==> config.mk <==
export PLATFORM = sky130hd
export DESIGN_NAME = lvsr_regs
export DESIGN_NICKNAME = d
export VERILOG_FILES = /design/src/verilog/lvsr_pkg.sv /design/src/verilog/lvsr_level_reg.sv /design/src/verilog/lvsr_pwr_mux.sv /design/src/verilog/lvsr_regs.sv
export SDC_FILE = /design/constraint.sdc
export NUM_CORES = 1
export LEC_CHECK = 0
export BUFFER_PORTS_ARGS = -buffer_cell sky130_fd_sc_hd__buf_2
export CORE_UTILIZATION = 30
export DETAILED_ROUTE_END_ITERATION = 10
export REMOVE_ABC_BUFFERS = 1
export SYNTH_ARGS = -nofsm -noshare
export SYNTH_HDL_FRONTEND = slang
export SYNTH_SLANG_ARGS = --single-unit
export TNS_END_PERCENT = 10
==> constraint.sdc <==
create_clock -name i_sys_clk -period 3.2 [get_ports i_sys_clk]
set_input_delay 0 -clock i_sys_clk [delete_from_list [all_inputs] [get_ports i_sys_clk]]
set_output_delay 0 -clock i_sys_clk [all_outputs]
set_load 0.02 [all_outputs]
==> src/verilog/lvsr_pkg.sv <==
package lvsr_pkg;
    localparam logic [7:0] ADDR_ONHOOK = 8'h48;
    localparam logic [7:0] ADDR_COMMON = 8'h49;
    localparam logic [7:0] ADDR_HIGHBAT = 8'h4a;
    localparam logic [7:0] ADDR_LOWBAT = 8'h4b;
    localparam logic [7:0] ADDR_PWRSEL = 8'h4c;
    localparam logic [7:0] ADDR_PWRREAD = 8'h4d;
    localparam logic [7:0] ADDR_MANUAL = 8'h44;
    localparam int POL_BIT = 6;
    localparam int MAN_CM_BIT = 6;
    localparam int MAN_DIF_BIT = 5;
    localparam logic [5:0] RST_ONHOOK = 6'h20;
    localparam logic [5:0] RST_COMMON = 6'h02;
    localparam logic [5:0] RST_HIGHBAT = 6'h32;
    localparam logic [5:0] RST_LOWBAT = 6'h10;
    localparam logic [2:0] RST_PWRSEL = 3'h0;
    localparam logic [2:0] SEL_LAST = 3'h5;
    localparam int NUM_TRANS = 6;
endpackage

==> src/verilog/lvsr_level_reg.sv <==
`timescale 1ns/100ps
`default_nettype none
module lvsr_level_reg #(
    parameter logic [5:0] RESET_VAL = 6'h00
) (
    input wire logic i_sys_clk,
    input wire logic i_reset_n,
    input wire logic i_we,
    input wire logic [5:0] i_wdata,
    output logic [5:0] o_level
);
    logic [5:0] level_q;
    logic [5:0] level_d;
    always_comb begin
        level_d = i_we ? i_wdata : level_q;
    end
    always_ff @(posedge i_sys_clk or negedge i_reset_n) begin
        if (!i_reset_n) begin
            level_q <= RESET_VAL;
        end else begin
            level_q <= level_d;
        end
    end
    assign o_level = level_q;
endmodule
`default_nettype wire

==> src/verilog/lvsr_pwr_mux.sv <==
`timescale 1ns/100ps
`default_nettype none
module lvsr_pwr_mux (
    input wire logic [2:0] i_sel,
    input wire logic [47:0] i_power,
    output logic [7:0] o_reading
);
    // codes above the last transistor read zero
    always_comb begin
        o_reading = 8'h00;
        if (i_sel <= lvsr_pkg::SEL_LAST) begin
            o_reading = i_power[i_sel*8 +: 8];
        end
    end
endmodule
`default_nettype wire

==> src/verilog/lvsr_regs.sv <==
// Overview of operation
// [RULE_01] bit six selects on-hook polarity
// [RULE_02] six-bit on-hook magnitude, 1.5 V steps
// [RULE_03] six-bit common-mode level, 1.5 V steps
// [RULE_04] six-bit high battery level
// [RULE_05] six-bit low battery level, default -24 V
// [RULE_06] software keeps high battery above low
// [RULE_07] software matches external battery rails
// [RULE_08] three-bit selector picks reported transistor
// [RULE_09] software avoids selector codes 110, 111
// [RULE_10] monitor reading follows selected transistor power
// [RULE_11] manual bits make line follow settings
`timescale 1ns/100ps
`default_nettype none
module lvsr_regs (
    input wire logic i_sys_clk,
    input wire logic i_reset_n,
    input wire logic [7:0] i_addr,
    input wire logic [7:0] i_wdata,
    input wire logic i_wr,
    input wire logic i_rd,
    output logic [7:0] o_rdata,
    input wire logic [47:0] i_power,
    output logic o_line_polarity_sel,
    output logic [5:0] o_onhook_voltage_level,
    output logic [5:0] o_common_mode_level,
    output logic [5:0] o_high_battery_level,
    output logic [5:0] o_low_battery_level,
    output logic [2:0] o_power_monitor_select,
    output logic o_manual_differential,
    output logic o_manual_common_mode
);
    logic [5:0] onhook_lvl;
    logic [5:0] common_lvl;
    logic [5:0] highbat_lvl;
    logic [5:0] lowbat_lvl;
    logic [7:0] pwr_reading;
    logic [47:0] power_s1_q;
    logic [47:0] power_s2_q;
    logic pol_q;
    logic pol_d;
    logic [2:0] sel_q;
    logic [2:0] sel_d;
    logic man_dif_q;
    logic man_dif_d;
    logic man_cm_q;
    logic man_cm_d;
    logic [7:0] rdata_q;
    logic [7:0] rdata_d;
    logic [5:0] line_lvl_q;
    logic [5:0] line_lvl_d;
    logic [5:0] cm_out_q;
    logic [5:0] cm_out_d;
    logic line_pol_q;
    logic line_pol_d;
    logic [2:0] sel_out_q;
    logic [5:0] hb_out_q;
    logic [5:0] lb_out_q;

    function automatic logic hit(input logic [7:0] a, input logic [7:0] b);
        hit = (a == b);
    endfunction

    // [RULE_02] on-hook magnitude field
    lvsr_level_reg #(.RESET_VAL(lvsr_pkg::RST_ONHOOK)) u_onhook (
        .i_sys_clk(i_sys_clk),
        .i_reset_n(i_reset_n),
        .i_we(i_wr && hit(i_addr, lvsr_pkg::ADDR_ONHOOK)),
        .i_wdata(i_wdata[5:0]),
        .o_level(onhook_lvl)
    );
    // [RULE_03] common-mode field
    lvsr_level_reg #(.RESET_VAL(lvsr_pkg::RST_COMMON)) u_common (
        .i_sys_clk(i_sys_clk),
        .i_reset_n(i_reset_n),
        .i_we(i_wr && hit(i_addr, lvsr_pkg::ADDR_COMMON)),
        .i_wdata(i_wdata[5:0]),
        .o_level(common_lvl)
    );
    // [RULE_04] high battery field
    lvsr_level_reg #(.RESET_VAL(lvsr_pkg::RST_HIGHBAT)) u_highbat (
        .i_sys_clk(i_sys_clk),
        .i_reset_n(i_reset_n),
        .i_we(i_wr && hit(i_addr, lvsr_pkg::ADDR_HIGHBAT)),
        .i_wdata(i_wdata[5:0]),
        .o_level(highbat_lvl)
    );
    // [RULE_05] low battery field
    lvsr_level_reg #(.RESET_VAL(lvsr_pkg::RST_LOWBAT)) u_lowbat (
        .i_sys_clk(i_sys_clk),
        .i_reset_n(i_reset_n),
        .i_we(i_wr && hit(i_addr, lvsr_pkg::ADDR_LOWBAT)),
        .i_wdata(i_wdata[5:0]),
        .o_level(lowbat_lvl)
    );

    // [RULE_10] reading of selected transistor
    lvsr_pwr_mux u_mux (
        .i_sel(sel_q),
        .i_power(power_s2_q),
        .o_reading(pwr_reading)
    );

    // power readings come from analog side, other domain
    always_ff @(posedge i_sys_clk or negedge i_reset_n) begin
        if (!i_reset_n) begin
            power_s1_q <= 48'h0000_0000_0000;
            power_s2_q <= 48'h0000_0000_0000;
        end else begin
            power_s1_q <= i_power;
            power_s2_q <= power_s1_q;
        end
    end

    always_comb begin
        pol_d = pol_q;
        sel_d = sel_q;
        man_dif_d = man_dif_q;
        man_cm_d = man_cm_q;
        if (i_wr) begin
            // [RULE_01] polarity bit write
            if (hit(i_addr, lvsr_pkg::ADDR_ONHOOK)) begin
                pol_d = i_wdata[lvsr_pkg::POL_BIT];
            end
            // [RULE_08] selector write, three bits
            if (hit(i_addr, lvsr_pkg::ADDR_PWRSEL)) begin
                sel_d = i_wdata[2:0];
            end
            // [RULE_11] manual control bits
            if (hit(i_addr, lvsr_pkg::ADDR_MANUAL)) begin
                man_dif_d = i_wdata[lvsr_pkg::MAN_DIF_BIT];
                man_cm_d = i_wdata[lvsr_pkg::MAN_CM_BIT];
            end
        end
    end

    // reserved bits read as zero
    always_comb begin
        rdata_d = 8'h00;
        if (i_rd) begin
            case (i_addr)
                lvsr_pkg::ADDR_ONHOOK: rdata_d = {1'b0, pol_q, onhook_lvl};
                lvsr_pkg::ADDR_COMMON: rdata_d = {2'b00, common_lvl};
                lvsr_pkg::ADDR_HIGHBAT: rdata_d = {2'b00, highbat_lvl};
                lvsr_pkg::ADDR_LOWBAT: rdata_d = {2'b00, lowbat_lvl};
                lvsr_pkg::ADDR_PWRSEL: rdata_d = {5'b00000, sel_q};
                lvsr_pkg::ADDR_PWRREAD: rdata_d = pwr_reading;
                lvsr_pkg::ADDR_MANUAL: rdata_d = {1'b0, man_cm_q, man_dif_q, 5'b00000};
                default: rdata_d = 8'h00;
            endcase
        end
    end

    // [RULE_11] manual modes drive line targets; automatic holds last value
    always_comb begin
        line_lvl_d = line_lvl_q;
        line_pol_d = line_pol_q;
        cm_out_d = cm_out_q;
        if (man_dif_q) begin
            line_lvl_d = onhook_lvl;
            line_pol_d = pol_q;
        end
        if (man_cm_q) begin
            cm_out_d = common_lvl;
        end
    end

    always_ff @(posedge i_sys_clk or negedge i_reset_n) begin
        if (!i_reset_n) begin
            pol_q <= 1'b0;
            sel_q <= lvsr_pkg::RST_PWRSEL;
            man_dif_q <= 1'b0;
            man_cm_q <= 1'b0;
            rdata_q <= 8'h00;
            line_lvl_q <= lvsr_pkg::RST_ONHOOK;
            line_pol_q <= 1'b0;
            cm_out_q <= lvsr_pkg::RST_COMMON;
            sel_out_q <= lvsr_pkg::RST_PWRSEL;
            hb_out_q <= lvsr_pkg::RST_HIGHBAT;
            lb_out_q <= lvsr_pkg::RST_LOWBAT;
        end else begin
            pol_q <= pol_d;
            sel_q <= sel_d;
            man_dif_q <= man_dif_d;
            man_cm_q <= man_cm_d;
            rdata_q <= rdata_d;
            line_lvl_q <= line_lvl_d;
            line_pol_q <= line_pol_d;
            cm_out_q <= cm_out_d;
            sel_out_q <= sel_q;
            hb_out_q <= highbat_lvl;
            lb_out_q <= lowbat_lvl;
        end
    end

    assign o_rdata = rdata_q;
    assign o_line_polarity_sel = line_pol_q;
    assign o_onhook_voltage_level = line_lvl_q;
    assign o_common_mode_level = cm_out_q;
    assign o_high_battery_level = hb_out_q;
    assign o_low_battery_level = lb_out_q;
    assign o_power_monitor_select = sel_out_q;
    assign o_manual_differential = man_dif_q;
    assign o_manual_common_mode = man_cm_q;
endmodule
`default_nettype wire
== Word level (Yosys, flattened, before mapping) ==
Index checks and enable logic that the tools add are counted.

* Output and inout bits: 38
* Bits in registers: 162
* Word-level logic and storage cells: 36

* Equality and inequality tests: 7
* Order comparisons: 1
* Reductions and logical operators: 7
* Shift operators: 1
* Muxes and demuxes: 3

{| class="wikitable"
|+ Operators with widths
! operator !! count
|-
| equality test 8 x 7 -> 1 bit, second input constant || 7
|-
| case mux 8 bit (7 select lines) || 1
|-
| variable part select 48 x 7 -> 8 bit || 1
|-
| 2-to-1 mux 8 bit || 2
|-
| AND reduction 2 bit || 3
|-
| logical AND 1 bit || 4
|-
| less-or-equal comparator 3 bit, second input constant || 1
|}

== Longest topological paths before layout ==
* Depth after elaboration: 4
* Gate-level depth with buffers: 6

== Hierarchy ==
A second synthesis with hierarchy kept.

* Cell total of the unflattened synthesis: 325
* Area, all modules: 5615.4 um2

{| class="wikitable"
|+ Modules (own cells, without submodules)
! module !! cells an instance !! area an instance (um2) !! seq. area each (um2) !! times used
|-
| lvsr_regs || 227 || 4187.8 || 3460.8 || 1
|-
| lvsr_level_reg (u_common ...) || 13 || 252.7 || 151.4 || 3
|-
| lvsr_pwr_mux || 46 || 414.1 || 0.0 || 1
|-
| lvsr_level_reg (u_highbat) || 13 || 255.2 || 153.9 || 1
|}

== Worst setup path before layout ==
No wires, ideal clock.

* Path kind: register -> register
* From: reg sel_q[0]
* To: reg rdata_q[3], in the netlist o_rdata[3]
* Path slack: 1.624 ns
* Cell stages (with the launch flop): 6
* Required time: 3.059 ns
* Clock period less this slack: 1.576 ns
* Arrival time: 1.435 ns
* Cells stage by stage: dfrtp_1 -> buf_2 -> mux4_2 -> and2_0 -> o21ai_0 -> a21oi_1

* Cells in the longest elaborated chain, start to end: 4
* Elaborated cells between the ends (all ways): 5
* Those cells by class: order compare (1); shift (1); mux (3)

{| class="wikitable"
|+ RTL lines
! item !! RTL line !! text
|-
| from (decl) || lvsr_regs.sv:42 || <nowiki>logic [2:0] sel_q;</nowiki>
|-
| from (signal assigned) || lvsr_regs.sv:171 || <nowiki>sel_q <= lvsr_pkg::RST_PWRSEL;</nowiki>
|-
| from (signal assigned) || lvsr_regs.sv:183 || <nowiki>sel_q <= sel_d;</nowiki>
|-
| variable part select 48 x 7 -> 8 bit or less-or-equal comparator 3 bit (tied branches) || lvsr_pwr_mux.sv:12, lvsr_pwr_mux.sv:11 ||
|-
| 2-to-1 mux 8 bit (*) || lvsr_pwr_mux.sv:11 || <nowiki>if (i_sel <= lvsr_pkg::SEL_LAST) begin</nowiki>
|-
| case mux 8 bit (7 select lines) (*) || lvsr_regs.sv:141 || <nowiki>case (i_addr)</nowiki>
|-
| 2-to-1 mux 8 bit (*) || lvsr_regs.sv:140 || <nowiki>if (i_rd) begin</nowiki>
|-
| named net rdata_d[3] || lvsr_regs.sv:49 || <nowiki>logic [7:0] rdata_d;</nowiki>
|-
| to (signal assigned) || lvsr_regs.sv:186 || <nowiki>rdata_q <= rdata_d;</nowiki>
|-
| to (decl) || lvsr_regs.sv:48 || <nowiki>logic [7:0] rdata_q;</nowiki>
|}

Mark *: on every way through the listed nets, which the timed path passes. The rest lies on a longest branch.
A chain may end at the register's enable or synchronous reset.

== Worst setup path in the final report ==
* From: reg sel_q[0]
* To: reg rdata_q[7], in the netlist o_rdata[7]

Same word-level chain as after synthesis.

==> impl_metrics.csv <==
group,metric,value,unit
status,outcome,"completed",
timing,final_hold_viol_count,0,
global_route,total_overflow_reported_by_the_global_router,0,
worst_hold_path,min_to,"o_rdata[2]",
global_route,global_route.usage.total,13.6,%
cells_and_area,layout-drive-gt1-share,44.5,%
synthesis,async_flop_share,100,%
place,dpl_cell_area,6230,um2
power_and_ir_drop,pwr_density_cell,613,nW/um2
timing,final.setup.tns,0,ns
worst_setup_path,worst_path_largest_cell_delay,0.78,ns
detailed_routing,wl,11.3,mm
place,io_buffer_count,104,
timing,tightest_slew,1.07,ns
power_and_ir_drop,leakagePower,0.00350,uW
clock_network,clock_tree.root_cell,"sky130_fd_sc_hd__clkbuf_16",
timing,worst_clock_skew,0.00671,ns
floorplanning,initial_core_util,31.0,%
worst_setup_path,timing.setup.critical_path_class,"flip-flop to flip-flop",
floorplanning,die_w,136,um
timing,drv_slew,0,
synthesis,synth_seq_cells,162,
timing,grt_setup_unrepaired,"no",
floorplanning,placeableCoreArea,17500,um2
timing,fin_crit,1.98,ns
place,place.gp.congestion,0.746,
worst_setup_path,critPathLaunchType,"flip-flop",
clock_network,clk_transition_reported_paths,0.06,ns
cells_and_area,area_delta_synth_final,36.7,%
detailed_routing,antenna_violating_nets_remaining,0,
cells_and_area,final_nets,545,
floorplanning,die_height,136,um
detailed_routing,drt-pass1-iter-count,4,
synthesis,synth_sequential_area_ratio,75.0,%
cells_and_area,finish.instance_area,7410,um2
synthesis,syn_avg_cell_area,18.0,um2
worst_setup_path,worst_r2r_endpoint,"o_rdata[7]",
timing,setup_viol_count_final,0,
floorplanning,num_io_pins,106,
worst_setup_path,critical_path.max_fanout,11,
worst_setup_path,worst_reg2reg_startpoint,"sel_q[0]",
synthesis,netlist_area,5430,um2
global_route,grt_max_degree,120,
detailed_routing,detail_route.vias_per_cell,4.30,
place,dpl_wire_length,7.43,mm
worst_setup_path,crit_chain,"buf_4 -> mux4_2 -> inv_1 -> o22ai_1 -> and3_1",
clock_network,clk_path_buf_depth,2,
synthesis,synth_enable_flop_cells,0,
worst_setup_path,ff2ff_setup_slack,1.22,ns
worst_setup_path,ff2ff_path_depth,5,
clock_network,cts_resized,0,
synthesis,synth.lib_cells_used.distinct,35,
clock_network,worstSkewPairLatency,0.43,ns
clock_network,cts_max_level,4,
detailed_routing,drt_iter0_markers,112,
worst_setup_path,cpMaxStageDelayCell,"sky130_fd_sc_hd__dfrtp_1",
timing,setup_ws_final,1.22,ns
clock_network,tritoncts_num_sinks,162,
detailed_routing,total_number_of_vias,3078,
clock_network,tritoncts,"yes",
worst_hold_path,holdCritStartpoint,"i_addr[3]",
global_route,grt_pass1_wl,18.1,mm
timing,max_freq,0.505,GHz
synthesis,synthCells,302,
worst_setup_path,arrival,2.29,ns
flow_run,count_of_max_cap_constraint_violations,0,
detailed_routing,routedWlPerCell,15.8,um
clock_network,cts-buffers-inserted,17,
floorplanning,num_rows,48,
floorplanning,fp.dieArea,18600,um2
timing,whs,0.0361,ns
detailed_routing,detail_route.drc_violations,0,
worst_setup_path,end_kind,"flip-flop",
place,post_place_setup_slack,1.13,ns
synthesis,synth_top_flop_cell,"sky130_fd_sc_hd__dfrtp_1",
worst_setup_path,required_time_of_the_critical_path,3.51,ns
power_and_ir_drop,vdd_drop_max,0.412,mV
global_route,grt_antenna_before_repair,0,
synthesis,yosys_warnings,0,
worst_hold_path,worst_hold_path_type,"input pin to flip-flop",
timing,period_utilization_post_route,61.9,%
cells_and_area,antennaDiodeCount,0,
global_route,grt_pass1_vias,3295,
timing,timing.slew.headroom,28.7,%
worst_hold_path,worstHoldPathCells,3,
[cells in the mapped netlist, drive strengths merged (2+ instances only)]
| cell type | count | area (um2) |
|---|---|---|
| inv | 3 | 11.3 |
| dfstp | 12 | 315 |
| mux4 | 12 | 270 |
| a21oi | 5 | 25.0 |
| nor2 | 8 | 30.0 |
| dfrtp | 150 | 3750 |
| clkbuf | 7 | 26.3 |
| o21ai | 7 | 35.0 |
| a32oi | 3 | 26.3 |
| and2 | 3 | 18.8 |
| nand4b | 3 | 47.5 |
| nor2b | 4 | 25.0 |
| a22o | 2 | 17.5 |
| buf | 4 | 18.8 |
| mux2 | 47 | 529 |
| nor3 | 2 | 32.5 |
| nand4 | 3 | 33.8 |
| nand3b | 2 | 15.0 |
| mux2i | 8 | 80.1 |
| nand2 | 6 | 22.5 |
[placed cells by master (no fill, tap or decap), types with 2 or more instances in the layout]
cell type	netlist	final
sky130_fd_sc_hd__a21oi_1	5	5
sky130_fd_sc_hd__mux4_2	12	12
sky130_fd_sc_hd__inv_6	0	7
sky130_fd_sc_hd__nor3_4	2	2
sky130_fd_sc_hd__nand4_1	2	2
sky130_fd_sc_hd__and2_0	3	3
sky130_fd_sc_hd__nor2_1	8	8
sky130_fd_sc_hd__a32oi_1	3	3
sky130_fd_sc_hd__dfstp_2	12	12
sky130_fd_sc_hd__o21ai_0	7	7
sky130_fd_sc_hd__nor2b_1	4	4
sky130_fd_sc_hd__a22o_1	2	2
sky130_fd_sc_hd__buf_4	0	5
sky130_fd_sc_hd__bufinv_16	0	2
sky130_fd_sc_hd__dfrtp_1	150	150
sky130_fd_sc_hd__dlygate4sd3_1	0	58
sky130_fd_sc_hd__inv_1	3	3
sky130_fd_sc_hd__nand3b_1	2	2
sky130_fd_sc_hd__mux2_2	47	47
sky130_fd_sc_hd__nand2_1	6	6
sky130_fd_sc_hd__mux2i_1	8	8
sky130_fd_sc_hd__clkbuf_16	0	17
sky130_fd_sc_hd__buf_2	3	103
[cell type report]
cell class | count | area (um2)
clock buffers | 19 | 443
clock inverters | 13 | 165
fillers | 1587 | 10100
inverters | 3 | 11.3
multi-input cells | 126 | 1300
flip-flops and latches | 162 | 4070
well taps | 225 | 282
repair buffers | 167 | 1140
[where the power goes]
group,switching (uW),leakage [uW],internal (uW)
Combinational,139,0.00122,152
Clock,853,0.000295,1200
Sequential,48.4,0.00199,2150
[what timing repair did]
action                                 4_1_cts  5_1_grt
hold buffers                                58        0
setup buffers                                0        0
endpoints found under the hold margin      188        0
[worst max-delay path by stage]
stage                        start          to  slack [ns]
after CTS                 sel_q[0]  o_rdata[5]        1.12
after global placement    sel_q[0]  o_rdata[5]        1.13
after floorplan           sel_q[0]  o_rdata[3]        1.29
final                     sel_q[0]  o_rdata[7]        1.22
after detailed placement  sel_q[0]  o_rdata[5]        1.13
after global routing      sel_q[0]  o_rdata[5]        1.03
[layer usage]
metal | global-route usage [%] | part of all wire, %
met1 | 17.1 | 45
met2 | 21.7 | 49
met3 | 4.06 | 4.5
met5 | 0 | 0
met4 | 5.80 | 2.0
[state kept, by name, indices dropped and copies added (netlist names)]
register,count
pol_q,1
sel_q,3
u_lowbat.o_level,6
power_s1_q,48
o_manual_differential,1
o_power_monitor_select,3
power_s2_q,48
o_rdata,8
o_onhook_voltage_level,6
o_line_polarity_sel,1
u_highbat.o_level,6
o_low_battery_level,6
o_common_mode_level,6
o_high_battery_level,6
u_common.o_level,6
o_manual_common_mode,1
u_onhook.o_level,6
[metrics by stage]
step / instances / utilization, % / total power (uW)
finish: 715 / 42.4 / 4540
detailed placement: 625 / 35.6 / 2480
global route: 715 / 42.4 / 4740
CTS: 715 / 42.4 / 4610
global placement: 625 / 35.6 / 2470
floorplan: 291 / - / 2320
[cells by family after synthesis]
family | synth area share (%)
buffers and inverters | 1.04
flip-flops | 75.0
AO/OA/AOI/OAI | 2.61
multiplexers | 16.2
AND/OR/NAND/NOR | 5.14
[critical path: cells and delay by family (launching register included)]
kind / cells / cell delay (ns)
mux: 1 / 0.50
buf+inv: 2 / 0.33
compound gates: 1 / 0.06
simple gates: 1 / 0.20
flops: 1 / 0.78
Note: power is estimated with default switching activity, not from simulation.
